<file path="config.mk">
export PLATFORM = sky130hd
export DESIGN_NAME = i2c_control_enable_release
export DESIGN_NICKNAME = d
export VERILOG_FILES = /design/src/i2c_ctl_pkg.sv /design/src/line_sync_detect.sv /design/src/i2c_control_enable_release.sv
export SDC_FILE = /design/constraint.sdc
export NUM_CORES = 1
export LEC_CHECK = 0
export BUFFER_PORTS_ARGS = -buffer_cell sky130_fd_sc_hd__buf_2
export CORE_UTILIZATION = 50
export CTS_CLUSTER_DIAMETER = 200
export CTS_CLUSTER_SIZE = 16
export DETAILED_ROUTE_END_ITERATION = 6
export PLACE_DENSITY_LB_ADDON = 0.1
export SETUP_SLACK_MARGIN = 0.5
export SLEW_MARGIN = 10
export SYNTH_ARGS = -nofsm -noshare
export SYNTH_HDL_FRONTEND = slang
export SYNTH_SLANG_ARGS = --single-unit
export TNS_END_PERCENT = 50
</file>
<file path="constraint.sdc">
create_clock -name i_core_clk -period 1.9 [get_ports i_core_clk]
set_input_delay 0.285 -clock i_core_clk [delete_from_list [all_inputs] [get_ports i_core_clk]]
set_output_delay 0.285 -clock i_core_clk [all_outputs]
set_load 0.005 [all_outputs]
</file>
<file path="src/i2c_ctl_pkg.sv">
// Purpose: constants for the two-wire bus control block
// Assumes: 32-bit AXI4-Lite register bus, byte address = index * 4
// Notes: indices that are not multiples of four are word indices
//
// Notes on behaviour
// - track bus free or busy from start and stop conditions on the lines.
// - initial busy state comes from initial-state select, flag bit 1.
// - flag bits: 0 reservation disable, 1 initial select, 6 busy, 7 start fail.
// - control bits 7..0: wait cancel, enable, exit, stop irq, wait point, ack, start, stop.
// - control register at FFA6H, resets to 00H, takes byte writes.
// - enable low halts serial operation and holds status register in reset.
// - writing exit abandons transfer, enters standby, releases both lines.
// - exit bit clears itself after the exit action is done.
// - exit clears start, stop triggers and master, ext, match, tx, ack, start flags.
// - standby lasts until stop seen, or match or extension after a start.
// - writing wait cancel ends the wait, releases clock, then self-clears.
// - cancel during ninth-clock wait while transmitting releases data, clears tx flag.
// - reservation disabled and bus busy: start request ignored, start fail set.
// - clock high, data low at enable is a start; software exits right after.
package i2c_ctl_pkg;

  // ************************************************************
  // register map
  // ************************************************************
  localparam int          ADDR_W       = 18;
  localparam logic [15:0] CTRL_IDX     = 16'hFFA6;
  localparam logic [15:0] FLAG_IDX     = 16'hFFA7;
  localparam logic [15:0] STAT_IDX     = 16'hFFA8;
  localparam logic [15:0] IRQ_STAT_IDX = 16'hFFA9;
  localparam logic [15:0] IRQ_MASK_IDX = 16'hFFAA;
  localparam logic [7:0]  CTRL_RST     = 8'h00;
  localparam logic [7:0]  FLAG_RST     = 8'h00;
  localparam logic [7:0]  STAT_RST     = 8'h00;
  localparam logic [1:0]  RESP_OKAY    = 2'h0;
  localparam logic [1:0]  RESP_SLVERR  = 2'h2;

  // control bit positions
  localparam int CB_WAIT_CANCEL = 7;
  localparam int CB_OP_EN       = 6;
  localparam int CB_EXIT        = 5;
  localparam int CB_STOP_IRQ    = 4;
  localparam int CB_WAIT_SEL    = 3;
  localparam int CB_ACK_EN      = 2;
  localparam int CB_START       = 1;
  localparam int CB_STOP        = 0;

  // flag bit positions
  localparam int FB_RSV_DIS  = 0;
  localparam int FB_INIT_SEL = 1;
  localparam int FB_BUSY     = 6;
  localparam int FB_FAIL     = 7;

  // status bit positions
  localparam int SB_MASTER = 7;
  localparam int SB_EXT    = 6;
  localparam int SB_ADDR   = 5;
  localparam int SB_TX     = 4;
  localparam int SB_ACKD   = 3;
  localparam int SB_STD    = 2;
  localparam int SB_SPD    = 1;
  localparam logic [7:0] STAT_EXIT_KEEP = 8'h03;

  // interrupt bit positions
  localparam int IRQ_W    = 4;
  localparam int IB_START = 0;
  localparam int IB_STOP  = 1;
  localparam int IB_FAIL  = 2;
  localparam int IB_WAIT  = 3;

  // start and stop generator
  typedef enum logic [1:0] {
    GEN_IDLE  = 2'b00,
    GEN_START = 2'b01,
    GEN_STOP  = 2'b10
  } gen_state_e;

endpackage : i2c_ctl_pkg

</file>
<file path="src/line_sync_detect.sv">
// Purpose: synchronise clock and data lines, find start and stop
// Assumes: lines are asynchronous to the core clock
// Notes: first stage feeds only the second stage
`timescale 1ns/1ps
`default_nettype none
module line_sync_detect
(
  // clock and reset
  input  wire logic i_core_clk,
  input  wire logic i_nrst,
  input  wire logic i_clk_en,
  // raw lines
  input  wire logic i_scl,
  input  wire logic i_sda,
  // clean lines and events
  output logic      o_scl,
  output logic      o_sda,
  output logic      o_start,
  output logic      o_stop
);

  logic [1:0] scl_meta_reg;
  logic [1:0] sda_meta_reg;
  logic       sda_prev_reg;

  // ************************************************************
  // two-stage synchronisers, idle lines read high
  // ************************************************************
  always_ff @(posedge i_core_clk)
  begin
    if (!i_nrst)
    begin
      scl_meta_reg <= 2'h3;
      sda_meta_reg <= 2'h3;
    end
    else if (i_clk_en)
    begin
      scl_meta_reg <= {scl_meta_reg[0], i_scl};
      sda_meta_reg <= {sda_meta_reg[0], i_sda};
    end
  end

  // data edge while clock high marks start or stop
  always_ff @(posedge i_core_clk)
  begin
    if (!i_nrst)
    begin
      sda_prev_reg <= 1'b1;
      o_scl        <= 1'b1;
      o_sda        <= 1'b1;
      o_start      <= 1'b0;
      o_stop       <= 1'b0;
    end
    else if (i_clk_en)
    begin
      sda_prev_reg <= sda_meta_reg[1];
      o_scl        <= scl_meta_reg[1];
      o_sda        <= sda_meta_reg[1];
      o_start      <= scl_meta_reg[1] & sda_prev_reg & !sda_meta_reg[1];
      o_stop       <= scl_meta_reg[1] & !sda_prev_reg & sda_meta_reg[1];
    end
  end

endmodule : line_sync_detect
`default_nettype wire

</file>
<file path="src/i2c_control_enable_release.sv">
// Purpose: bus control, enable, exit and wait release of a two-wire port
// Assumes: shift engine on the same clock drives wait and status pulses
// Notes: lines are open drain; oe_n low means the pin is pulled low
`timescale 1ns/1ps
`default_nettype none
module i2c_control_enable_release
  import i2c_ctl_pkg::*;
(
  // clock, reset, enable
  input  wire logic              i_core_clk,
  input  wire logic              i_nrst,
  input  wire logic              i_clk_en,
  // axi4-lite write
  input  wire logic              i_awvalid,
  output logic                   o_awready,
  input  wire logic [ADDR_W-1:0] i_awaddr,
  input  wire logic              i_wvalid,
  output logic                   o_wready,
  input  wire logic [31:0]       i_wdata,
  input  wire logic [3:0]        i_wstrb,
  output logic                   o_bvalid,
  input  wire logic              i_bready,
  output logic [1:0]             o_bresp,
  // axi4-lite read
  input  wire logic              i_arvalid,
  output logic                   o_arready,
  input  wire logic [ADDR_W-1:0] i_araddr,
  output logic                   o_rvalid,
  input  wire logic              i_rready,
  output logic [31:0]            o_rdata,
  output logic [1:0]             o_rresp,
  // bus lines
  input  wire logic              i_scl,
  output logic                   o_scl,
  output logic                   o_scl_oe_n,
  input  wire logic              i_sda,
  output logic                   o_sda,
  output logic                   o_sda_oe_n,
  // shift engine side
  input  wire logic              i_wait_req,
  input  wire logic              i_wait_ninth,
  input  wire logic              i_sda_low,
  input  wire logic [7:0]        i_stat_set,
  input  wire logic [7:0]        i_stat_clr,
  output logic                   o_op_enable,
  output logic                   o_standby,
  output logic                   o_waiting,
  output logic [7:0]             o_ctrl,
  // interrupt
  output logic                   o_irq
);

  logic             scl_s;
  logic             sda_s;
  logic             start_pulse;
  logic             stop_pulse;
  logic [7:0]       ctrl_reg;
  logic [7:0]       stat_reg;
  logic [7:0]       stat_next;
  logic             rsv_dis_reg;
  logic             init_sel_reg;
  logic             busy_reg;
  logic             fail_reg;
  logic             op_en_d_reg;
  logic             standby_reg;
  logic             wait_reg;
  logic             wait9_reg;
  logic             tx_rel_reg;
  gen_state_e       gen_reg;
  logic [IRQ_W-1:0] irq_stat_reg;
  logic [IRQ_W-1:0] irq_mask_reg;
  logic [IRQ_W-1:0] irq_next;
  logic [IRQ_W-1:0] irq_ev;
  logic [15:0]      aw_idx_reg;
  logic [31:0]      wdata_reg;
  logic             wlane_reg;
  logic             wr_fire;
  logic             wr_ctrl;
  logic [15:0]      rd_idx;
  logic             op_en;
  logic             exit_go;
  logic             start_hit;
  logic             stop_hit;
  logic             start_req;
  logic             start_refuse;
  logic             start_go;
  logic             stop_go;
  logic             start_done;
  logic             stop_done;
  logic             cancel_go;
  logic             tx_cancel;
  logic             sda_drive;

  // ************************************************************
  // line synchroniser and condition detector
  // ************************************************************
  line_sync_detect u_lines
  (
    .i_core_clk (i_core_clk),
    .i_nrst     (i_nrst),
    .i_clk_en   (i_clk_en),
    .i_scl      (i_scl),
    .i_sda      (i_sda),
    .o_scl      (scl_s),
    .o_sda      (sda_s),
    .o_start    (start_pulse),
    .o_stop     (stop_pulse)
  );

  // ************************************************************
  // event decode
  // ************************************************************
  assign op_en        = ctrl_reg[CB_OP_EN];
  assign exit_go      = ctrl_reg[CB_EXIT];
  assign cancel_go    = ctrl_reg[CB_WAIT_CANCEL] & !exit_go;
  assign tx_cancel    = cancel_go & wait_reg & wait9_reg & stat_reg[SB_TX];
  // a low data line with the clock high at the moment of enabling counts as a start
  assign start_hit    = op_en & !exit_go &
                        (start_pulse | (!op_en_d_reg & scl_s & !sda_s));
  assign stop_hit     = op_en & stop_pulse;
  assign start_req    = op_en & !exit_go & !standby_reg & ctrl_reg[CB_START] &
                        (gen_reg == GEN_IDLE);
  assign start_refuse = start_req & rsv_dis_reg & busy_reg;
  assign start_go     = start_req & !busy_reg;
  assign stop_go      = op_en & !exit_go & ctrl_reg[CB_STOP] & !ctrl_reg[CB_START] &
                        (gen_reg == GEN_IDLE) & stat_reg[SB_MASTER];
  assign start_done   = (gen_reg == GEN_START) & start_pulse;
  assign stop_done    = (gen_reg == GEN_STOP) & stop_pulse;

  // ************************************************************
  // axi4-lite slave
  // ************************************************************
  assign wr_fire = !o_awready & !o_wready & !o_bvalid;
  assign wr_ctrl = wr_fire & wlane_reg & (aw_idx_reg == CTRL_IDX);
  assign rd_idx  = i_araddr[ADDR_W-1:2];

  // write address and data capture, response
  always_ff @(posedge i_core_clk)
  begin
    if (!i_nrst)
    begin
      o_awready  <= 1'b1;
      o_wready   <= 1'b1;
      o_bvalid   <= 1'b0;
      o_bresp    <= RESP_OKAY;
      aw_idx_reg <= 16'h0000;
      wdata_reg  <= 32'h0000_0000;
      wlane_reg  <= 1'b0;
    end
    else if (i_clk_en)
    begin
      if (i_awvalid && o_awready)
      begin
        o_awready  <= 1'b0;
        aw_idx_reg <= i_awaddr[ADDR_W-1:2];
      end
      if (i_wvalid && o_wready)
      begin
        o_wready  <= 1'b0;
        wdata_reg <= i_wdata;
        wlane_reg <= i_wstrb[0];
      end
      if (wr_fire)
      begin
        o_bvalid <= 1'b1;
        o_bresp  <= (aw_idx_reg inside {CTRL_IDX, FLAG_IDX, STAT_IDX, IRQ_STAT_IDX,
                     IRQ_MASK_IDX}) ? RESP_OKAY : RESP_SLVERR;
      end
      if (o_bvalid && i_bready)
      begin
        o_bvalid  <= 1'b0;
        o_awready <= 1'b1;
        o_wready  <= 1'b1;
      end
    end
  end

  // read channel, data captured with the address
  always_ff @(posedge i_core_clk)
  begin
    if (!i_nrst)
    begin
      o_arready <= 1'b1;
      o_rvalid  <= 1'b0;
      o_rdata   <= 32'h0000_0000;
      o_rresp   <= RESP_OKAY;
    end
    else if (i_clk_en)
    begin
      if (i_arvalid && o_arready)
      begin
        o_arready <= 1'b0;
        o_rvalid  <= 1'b1;
        o_rresp   <= RESP_OKAY;
        unique case (rd_idx)
          CTRL_IDX:     o_rdata <= {24'h000000, ctrl_reg};
          FLAG_IDX:     o_rdata <= {24'h000000, fail_reg, busy_reg, 4'h0,
                                    init_sel_reg, rsv_dis_reg};
          STAT_IDX:     o_rdata <= {24'h000000, stat_reg};
          IRQ_STAT_IDX: o_rdata <= {28'h0000000, irq_stat_reg};
          IRQ_MASK_IDX: o_rdata <= {28'h0000000, irq_mask_reg};
          default:
          begin
            o_rdata <= 32'h0000_0000;
            o_rresp <= RESP_SLVERR;
          end
        endcase
      end
      else if (o_rvalid && i_rready)
      begin
        o_rvalid  <= 1'b0;
        o_arready <= 1'b1;
      end
    end
  end

  // ************************************************************
  // control register
  // ************************************************************
  always_ff @(posedge i_core_clk)
  begin
    if (!i_nrst)
      ctrl_reg <= CTRL_RST;
    else if (i_clk_en)
    begin
      if (wr_ctrl)
        ctrl_reg <= wdata_reg[7:0];
      else if (exit_go)
      begin
        ctrl_reg[CB_EXIT]  <= 1'b0;
        ctrl_reg[CB_START] <= 1'b0;
        ctrl_reg[CB_STOP]  <= 1'b0;
      end
      else
      begin
        if (ctrl_reg[CB_WAIT_CANCEL])
          ctrl_reg[CB_WAIT_CANCEL] <= 1'b0;
        if (start_refuse || start_done || !op_en)
          ctrl_reg[CB_START] <= 1'b0;
        if (stop_done || !op_en)
          ctrl_reg[CB_STOP] <= 1'b0;
      end
    end
  end

  a_exit_self_clr: assert property (@(posedge i_core_clk) disable iff (!i_nrst)
    (i_clk_en && exit_go && !wr_ctrl) |=> !ctrl_reg[CB_EXIT])
    else $error("exit bit did not clear");
  a_exit_clr_trig: assert property (@(posedge i_core_clk) disable iff (!i_nrst)
    (i_clk_en && exit_go && !wr_ctrl) |=>
    (ctrl_reg[CB_START] == 1'b0) && !ctrl_reg[CB_STOP] && ((stat_reg & ~STAT_EXIT_KEEP) == 8'h00))
    else $error("exit left triggers or flags set");

  // ************************************************************
  // flag register and bus state
  // ************************************************************
  always_ff @(posedge i_core_clk)
  begin
    if (!i_nrst)
    begin
      rsv_dis_reg  <= FLAG_RST[FB_RSV_DIS];
      init_sel_reg <= FLAG_RST[FB_INIT_SEL];
      busy_reg     <= FLAG_RST[FB_BUSY];
      fail_reg     <= FLAG_RST[FB_FAIL];
      op_en_d_reg  <= 1'b0;
    end
    else if (i_clk_en)
    begin
      op_en_d_reg <= op_en;
      if (wr_fire && wlane_reg && (aw_idx_reg == FLAG_IDX))
      begin
        rsv_dis_reg  <= wdata_reg[FB_RSV_DIS];
        init_sel_reg <= wdata_reg[FB_INIT_SEL];
      end
      if (!op_en)
        busy_reg <= !init_sel_reg;
      else if (start_hit)
        busy_reg <= 1'b1;
      else if (stop_hit)
        busy_reg <= 1'b0;
      if (!op_en)
        fail_reg <= 1'b0;
      else if (start_refuse)
        fail_reg <= 1'b1;
      else if (start_go)
        fail_reg <= 1'b0;
    end
  end

  a_busy_init: assert property (@(posedge i_core_clk) disable iff (!i_nrst)
    (i_clk_en && !op_en) |=> (busy_reg == !$past(init_sel_reg)))
    else $error("busy does not follow initial select");
  a_busy_track: assert property (@(posedge i_core_clk) disable iff (!i_nrst)
    (i_clk_en && op_en && start_pulse && !exit_go) |=> busy_reg)
    else $error("start did not mark bus busy");
  a_start_refuse: assert property (@(posedge i_core_clk) disable iff (!i_nrst)
    (i_clk_en && start_req && rsv_dis_reg && busy_reg && !wr_ctrl) |=>
    fail_reg && !ctrl_reg[CB_START] && (gen_reg == GEN_IDLE))
    else $error("start on busy bus not refused");

  // ************************************************************
  // status register, set wins over clear
  // ************************************************************
  always_comb
  begin
    stat_next = (stat_reg & ~i_stat_clr) | (standby_reg ?
                (i_stat_set & ((8'h01 << SB_ADDR) | (8'h01 << SB_EXT))) : i_stat_set);
    if (stop_hit)
      stat_next[SB_MASTER] = 1'b0;
    if (start_done)
      stat_next[SB_MASTER] = 1'b1;
    if (start_hit)
      stat_next[SB_STD] = 1'b1;
    if (stop_hit)
      stat_next[SB_SPD] = 1'b1;
    if (tx_cancel)
      stat_next[SB_TX] = 1'b0;
  end

  always_ff @(posedge i_core_clk)
  begin
    if (!i_nrst)
      stat_reg <= STAT_RST;
    else if (i_clk_en)
    begin
      if (!op_en)
        stat_reg <= STAT_RST;
      else if (exit_go)
        stat_reg <= stat_reg & STAT_EXIT_KEEP;
      else
        stat_reg <= stat_next;
    end
  end

  a_off_stat_rst: assert property (@(posedge i_core_clk) disable iff (!i_nrst)
    (i_clk_en && !op_en) |=> (stat_reg == STAT_RST) && o_scl_oe_n && o_sda_oe_n)
    else $error("status or lines active while disabled");

  // ************************************************************
  // standby and wait
  // ************************************************************
  always_ff @(posedge i_core_clk)
  begin
    if (!i_nrst)
      standby_reg <= 1'b0;
    else if (i_clk_en)
    begin
      if (!op_en)
        standby_reg <= 1'b0;
      else if (exit_go)
        standby_reg <= 1'b1;
      else if (stop_hit || (stat_reg[SB_STD] && (i_stat_set[SB_ADDR] || i_stat_set[SB_EXT])))
        standby_reg <= 1'b0;
    end
  end

  a_standby_hold: assert property (@(posedge i_core_clk) disable iff (!i_nrst)
    (i_clk_en && op_en && standby_reg && !stop_pulse &&
     !(stat_reg[SB_STD] && (i_stat_set[SB_ADDR] || i_stat_set[SB_EXT]))) |=> standby_reg)
    else $error("standby left without entry condition");

  always_ff @(posedge i_core_clk)
  begin
    if (!i_nrst)
    begin
      wait_reg   <= 1'b0;
      wait9_reg  <= 1'b0;
      tx_rel_reg <= 1'b0;
    end
    else if (i_clk_en)
    begin
      if (!op_en || exit_go || cancel_go)
        wait_reg <= 1'b0;
      else if (i_wait_req && !standby_reg)
      begin
        wait_reg   <= 1'b1;
        wait9_reg  <= i_wait_ninth;
        tx_rel_reg <= 1'b0;
      end
      if (tx_cancel)
        tx_rel_reg <= 1'b1;
    end
  end

  a_wait_cancel: assert property (@(posedge i_core_clk) disable iff (!i_nrst)
    (i_clk_en && cancel_go && !wr_ctrl) |=> !wait_reg && !ctrl_reg[CB_WAIT_CANCEL]
    ##1 (!i_clk_en || o_scl_oe_n || gen_reg != GEN_IDLE))
    else $error("wait cancel did not release clock");
  a_ninth_tx_rel: assert property (@(posedge i_core_clk) disable iff (!i_nrst)
    (i_clk_en && tx_cancel && !wr_ctrl) |=> !stat_reg[SB_TX] && tx_rel_reg)
    else $error("ninth-clock cancel kept transmit state");

  // ************************************************************
  // start and stop generator
  // ************************************************************
  always_ff @(posedge i_core_clk)
  begin
    if (!i_nrst)
      gen_reg <= GEN_IDLE;
    else if (i_clk_en)
    begin
      if (!op_en || exit_go)
        gen_reg <= GEN_IDLE;
      else
      begin
        unique case (gen_reg)
          GEN_IDLE:
            if (start_go)
              gen_reg <= GEN_START;
            else if (stop_go)
              gen_reg <= GEN_STOP;
          GEN_START:
            if (start_pulse)
              gen_reg <= GEN_IDLE;
          GEN_STOP:
            if (stop_pulse)
              gen_reg <= GEN_IDLE;
          default:
            gen_reg <= GEN_IDLE;
        endcase
      end
    end
  end

  // ************************************************************
  // open-drain line drive
  // ************************************************************
  assign sda_drive = (gen_reg == GEN_START) || ((gen_reg == GEN_STOP) && !scl_s) ||
                     (i_sda_low && !standby_reg && !tx_rel_reg && (gen_reg == GEN_IDLE));

  always_ff @(posedge i_core_clk)
  begin
    if (!i_nrst)
    begin
      o_scl      <= 1'b0;
      o_sda      <= 1'b0;
      o_scl_oe_n <= 1'b1;
      o_sda_oe_n <= 1'b1;
    end
    else if (i_clk_en)
    begin
      if (!op_en || exit_go)
      begin
        o_scl_oe_n <= 1'b1;
        o_sda_oe_n <= 1'b1;
      end
      else
      begin
        o_scl_oe_n <= !(wait_reg && !cancel_go && (gen_reg == GEN_IDLE));
        o_sda_oe_n <= !sda_drive;
      end
    end
  end

  a_exit_release: assert property (@(posedge i_core_clk) disable iff (!i_nrst)
    (i_clk_en && exit_go && !wr_ctrl) |=> o_scl_oe_n && o_sda_oe_n && standby_reg)
    else $error("exit did not release the lines");

  // ************************************************************
  // engine outputs and interrupt
  // ************************************************************
  assign irq_ev = {i_clk_en && i_wait_req && op_en && !standby_reg, start_refuse,
                   stop_hit && ctrl_reg[CB_STOP_IRQ], start_hit};
  always_comb
  begin
    irq_next = irq_stat_reg;
    if (wr_fire && wlane_reg && (aw_idx_reg == IRQ_STAT_IDX))
      irq_next = irq_next & ~wdata_reg[IRQ_W-1:0];
    irq_next = irq_next | irq_ev;
  end

  always_ff @(posedge i_core_clk)
  begin
    if (!i_nrst)
    begin
      irq_stat_reg <= '0;
      irq_mask_reg <= '0;
      o_irq        <= 1'b0;
      o_op_enable  <= 1'b0;
      o_standby    <= 1'b0;
      o_waiting    <= 1'b0;
      o_ctrl       <= CTRL_RST;
    end
    else if (i_clk_en)
    begin
      irq_stat_reg <= irq_next;
      if (wr_fire && wlane_reg && (aw_idx_reg == IRQ_MASK_IDX))
        irq_mask_reg <= wdata_reg[IRQ_W-1:0];
      o_irq       <= |(irq_next & irq_mask_reg);
      o_op_enable <= op_en;
      o_standby   <= standby_reg;
      o_waiting   <= wait_reg;
      o_ctrl      <= ctrl_reg;
    end
  end

endmodule : i2c_control_enable_release
`default_nettype wire

</file>
Yosys cells after proc, flatten, opt, wreduce, memory -nomap -nowiden
Cells that the tools add are included.
- input bits: 101
- output and inout port bits: 57
- word-level logic and storage cells: 233
- flip-flop bits (word level): 122
- bitwise logic cells: 38
- reduce and logical (&&, ||, !) cells: 81
- mux-type cells: 51
- equal/unequal tests: 21
- operator list (cell ; count):
    $eq A16 B16 Y1 const B ; 10
    $pmux W8 S5 ; 1
    $reduce_and A2 Y1 ; 19
    $mux W1 ; 36
    $and A1 B1 Y1 ; 29
    $mux W8 ; 3
    $logic_and A1 B1 Y1 ; 21
    $mux W2 ; 9
    $logic_not A1 Y1 ; 17
    $reduce_bool A2 Y1 ; 6
    $logic_or A1 B1 Y1 ; 9
    $ne A3 B2 Y1 const B ; 3
    $and A4 B4 Y4 ; 2
    $and A8 B8 Y8 ; 1
    $not A8 Y8 ; 1
    $or A8 B8 Y8 ; 1
    $ne A3 B1 Y1 const B ; 2
    $pmux W2 S3 ; 1
    $reduce_and A3 Y1 ; 2
    $reduce_bool A3 Y1 ; 2
    $reduce_bool A5 Y1 ; 1
    $reduce_or A5 Y1 ; 1
    $mux W4 ; 1
    $ne A2 B2 Y1 const B ; 2
    other kinds (11) ; 11

Logic depth before layout (Yosys ltp)
- word-level depth: 12
- mapped depth: 6
- mapped depth without buffers: 5

Cells and area by module
A second synthesis with hierarchy kept.
- cells, all modules: 528
- area, all modules: 4370.4 um^2
- modules (own cells, without submodules) (module ; seq. area each (um^2) ; times used ; area an instance (um^2) ; cells each):
    i2c_control_enable_release ; 1741.7 ; 1 ; 4071.4 ; 501
    line_sync_detect ; 160.2 ; 1 ; 299.0 ; 27

Worst setup path after synthesis
OpenSTA, ideal clock, no wires.
- kind: register to register
- from: register o_bvalid
- to: register o_irq
- required time: 1.775 ns
- stages on the path, launching flop included: 6
- path slack: 0.112 ns
- clock period less this slack: 1.788 ns
- library setup time: 0.125 ns
- path buffers: 0
- arrival time: 1.662 ns
- cells stage by stage: dfxtp_1 -> or4b_4 -> nor4_4 -> o2111ai_1 -> a21oi_1 -> a31oi_1
- cells in the longest elaborated chain, start to end: 8
- RTL lines (element ; line ; RTL):
    start: declaration ; i2c_control_enable_release.sv:21 ; output logic o_bvalid,
    start signal: assignment ; i2c_control_enable_release.sv:144 ; o_bvalid <= 1'b0;
    start signal: assignment ; i2c_control_enable_release.sv:165 ; o_bvalid <= 1'b1;
    start signal: assignment ; i2c_control_enable_release.sv:171 ; o_bvalid <= 1'b0;
    $logic_not A1 Y1 ; i2c_control_enable_release.sv:133 ; assign wr_fire = !o_awready & !o_wready & !o_bvalid;
    $and A1 B1 Y1 ; i2c_control_enable_release.sv:133 ;
    $logic_and A1 B1 Y1 (2 in series) ; i2c_control_enable_release.sv:467 ; if (wr_fire && wlane_reg && (aw_idx_reg == IRQ_STAT_IDX))
    $mux W4 ; i2c_control_enable_release.sv:467 ;
    $or A4 B4 Y4 ; i2c_control_enable_release.sv:469 ; irq_next = irq_next | irq_ev;
    $and A4 B4 Y4 ; i2c_control_enable_release.sv:489 ; o_irq <= |(irq_next & irq_mask_reg);
    $reduce_or A4 Y1 ; i2c_control_enable_release.sv:489 ;
    end signal: assignment ; i2c_control_enable_release.sv:489 ;
    end: declaration ; i2c_control_enable_release.sv:50 ; output logic o_irq
Every way passes these cells.
A chain may end at the register's enable or synchronous reset.

Worst setup path in the final report
- from: register o_awready
- to: register ctrl_reg[7]
- cells in the longest elaborated chain, start to end: 7
- elaborated cells between the ends (all ways): 8
- those cells by class: 1 x eq/ne; 1 x mux; 4 x bitwise; 2 x reduce/logical
- RTL lines (element ; line ; RTL):
    start: declaration ; i2c_control_enable_release.sv:15 ; output logic o_awready,
    start signal: assignment ; i2c_control_enable_release.sv:142 ; o_awready <= 1'b1;
    start signal: assignment ; i2c_control_enable_release.sv:154 ; o_awready <= 1'b0;
    start signal: assignment ; i2c_control_enable_release.sv:172 ; o_awready <= 1'b1;
    $logic_not A1 Y1 * ; i2c_control_enable_release.sv:133 ;
    $and A1 B1 Y1 * (2 in series) ; i2c_control_enable_release.sv:133 ;
    $and A1 B1 Y1 * (2 in series) ; i2c_control_enable_release.sv:134 ; assign wr_ctrl = wr_fire & wlane_reg & (aw_idx_reg == CTRL_IDX);
    $ne A2 B1 Y1 (no line) ; n/a ;
    $reduce_and A2 Y1 (no line) ; n/a ;
    end signal: assignment ; i2c_control_enable_release.sv:227 ; ctrl_reg <= wdata_reg[7:0];
    end: declaration ; i2c_control_enable_release.sv:57 ; logic [7:0] ctrl_reg;
Mark *: on every way between the ends. The rest lies on a longest branch, timed or not.

==> run_results.csv <==
group,metric,value,unit
setup_path,r2r-start,"o_awready",
yosys,synth.most_common_cell,"nand2_1",
route,drtAntennaViolNets,0,
yosys,synth_common_cells,"96 x nand2_1, 95 x dfxtp_1, 46 x nor2b_1, 36 x o21ai_0, 33 x a21boi_0",
clocking,insertion_delay,370,ps
setup_path,cp_top_family,"simple AND/OR/NAND/NOR gates",
min_path,worstHoldPathType,"input pin to flop",
yosys,ys_ff_latch,95,
sta,rsz0062_at_grt,"yes",
setup_path,crit_path_start,"o_awready",
min_path,min_from,"i_scl",
global_route,antenna_found_initial,0,
sta,fin_ws,151,ps
clocking,path_clk_slew,90,ps
clocking,cts_tree,"built",
yosys,synthArstFlopShare,0,
setup_path,path_buf_inv,2,
global_route,grt_pass1_vias,4012,
clocking,hold_buffers,0,
finish,nNetsFinal,758,
place,dp_slack,69.9,ps
floorplan,core_area,0.00881,sq mm
status,violations,"design-rule violations",
place,place_area,0.00517,sq mm
setup_path,path_cells,"or4b_4, nor4_4, buf_6, buf_4, nand2_1, a21oi_1, o22ai_1",
route,first_iter_violations,160,
place,numPortBuffers,98,
status,status,"finished with violations",
sta,timing.hold.ws,127,ps
yosys,synth_area,0.00461,sq mm
yosys,synthCells,541,
pwr,peakVddDrop,0.000403,V
sta,tns,0,ps
yosys,yosysTopAreaCell,"dfxtp_1",
pwr,power,3.80,mW
setup_path,crit_required,2150,ps
clocking,numCtsBuffers,9,
route,routed_wirelength,11600,microns
global_route,grt_usage,0.242,
route,vias_per_cell,5.53,
floorplan,floorplan.initialDensity,0.523,
sta,relSlewSlack,0.622,
yosys,synth_top_area_share,0.413,
route,dr.pass1.iters,7,
clocking,cts_max_path_buffers,2,
floorplan,die_h,98,microns
yosys,yosys-top-cells-area,"dfxtp_1 41%, nand2_1 7.8%, mux2i_1 6.5%, nor2b_1 6.2%, a21boi_0 5.4%",
sta,drv_slew,0,
route,drc_errors,10,
yosys,synth_enable_flop_cells,0,
sta,finClkSkew,15.4,ps
global_route,grt_max_degree,27,
finish,largest_reg_flops,16,
clocking,clock-sinks,95,
finish,area_growth,23.3,%
sta,setup_violations,0,
place,globalplace.congestion,0.851,
setup_path,worstSetupEndpointType,"flop",
floorplan,io_pins,158,
pwr,powerDensity,669,mW/mm^2
clocking,root_buffer,"clkbuf_8",
sta,max_freq,572,MHz
floorplan,dieArea,0.00960,sq mm
route,wl_per_cell,15.1,microns
sta,hold_viol_final,0,
route,via_count,4255,
place,dp_hpwl,8370,microns
sta,worstMarginPinSlew,565,ps
finish,antenna_cells,0,
finish,final_area,0.00568,sq mm
clocking,h-tree-depth,3,
setup_path,start_kind,"flop",
yosys,yosysWarnings,0,
yosys,yosysSeqAreaShare,0.413,
yosys,synth_cell_types,51,
setup_path,crit_path_top_delay_cell,"or4b_4",
floorplan,die_w,98,microns
global_route,grt_pass1_wl,18700,microns
run,maxCapViolations,0,
yosys,synth.avg_cell_area,8.52,sq um
setup_path,worst-path-max-fanout,8,
setup_path,criticalPathCategory,"flop to flop",
setup_path,arrival,2000,ps
floorplan,fp-row-count,34,
global_route,grt_overflow_total,0,
sta,fin_crit_sh,0.921,
finish,drive_above_1_share,0.292,
sta,fin_crit,1750,ps
pwr,p_leak,2.35,nW
yosys,synth_flop_cell,"dfxtp_1",
setup_path,slowest_delay,580,ps
==> final cells by class <==
class	instances	area, sq um
clock buffers	10	138
clock inverters	6	67.6
fillers	777	3130
inverters	8	30.0
multi-input cells	407	2590
flip-flops and latches	95	1930
well taps	108	135
repair buffers	136	795
==> where the power goes <==
group,internal (mW),switching (mW),leakage [nW],total (mW)
combinational,0.157,0.185,1.47,0.342
clock,0.649,0.734,0.0989,1.38
sequential,2.04,0.0396,0.777,2.08
total,2.84,0.959,2.35,3.80
==> cell families (layout without fill, tap and decap cells) <==
group,count (synthesis),after routing,share of synthesized area
flops,95,95,0.413
other cells,1,28,0.000814
simple gates,217,217,0.254
compound gates,131,131,0.187
buf+inv,66,160,0.0777
mux,31,31,0.0676
==> placed cells by master, fill, tap and decap left out, types with 3 or more instances in the layout <==
cell type and count:
buf_2 98, nand2_1 94, dfxtp_1 79, nor2b_1 44, buf_4 33, a21boi_0 31
o21ai_0 31, mux2i_1 30, conb_1 28, a21oi_1 20, dfxtp_2 14, nand4_1 12
nand3_1 11, a22oi_1 11, clkbuf_8 10, nor2_1 9, a32oi_1 9, inv_1 6
nor4_4 5, nand4b_1 5, o21ai_1 5, buf_6 5, and3_1 4, nor3b_1 4
a31oi_1 4, nand2b_1 3, a21o_1 3
==> metal layers <==
metal,vias to the layer above,wire (microns),track usage
met2,160,5480,0.405
met5,-,0,0
li1,2084,-,-
met4,0,280,0.119
met3,30,593,0.0415
met1,1981,5250,0.300
==> path summary, 6_finish.rpt <==
| check | cells after the start | slack (ps) | to |
|---|---|---|---|
| max reg2reg | 7 | 150 | ctrl_reg[7] |
| min | 3 | 130 | u_lines.scl_meta_reg[0] |
| max | 7 | 150 | ctrl_reg[7] |
| min reg2reg | 2 | 480 | wdata_reg[5] |
==> timing repair <==
item                                    4_1_cts  5_1_grt
resized for setup                            17       32
buffers inserted                              8       12
pin swaps                                     3       13
endpoints found under the setup margin       32       47
==> worst min-delay path: cells and delay by family <==
family | cells | cell delay (ps)
buffers and inverters | 1 | 70
AND/OR/NAND/NOR | 1 | 50
multiplexers | 1 | 50
==> metrics by stage <==
stage,utilization,cells
5_1_grt,0.645,770
6_report,0.645,770
4_1_cts,0.624,758
3_5_place_dp,0.587,734
2_1_floorplan,-,568
3_3_place_gp,0.587,734
Note: power is estimated with default switching activity, not from simulation.
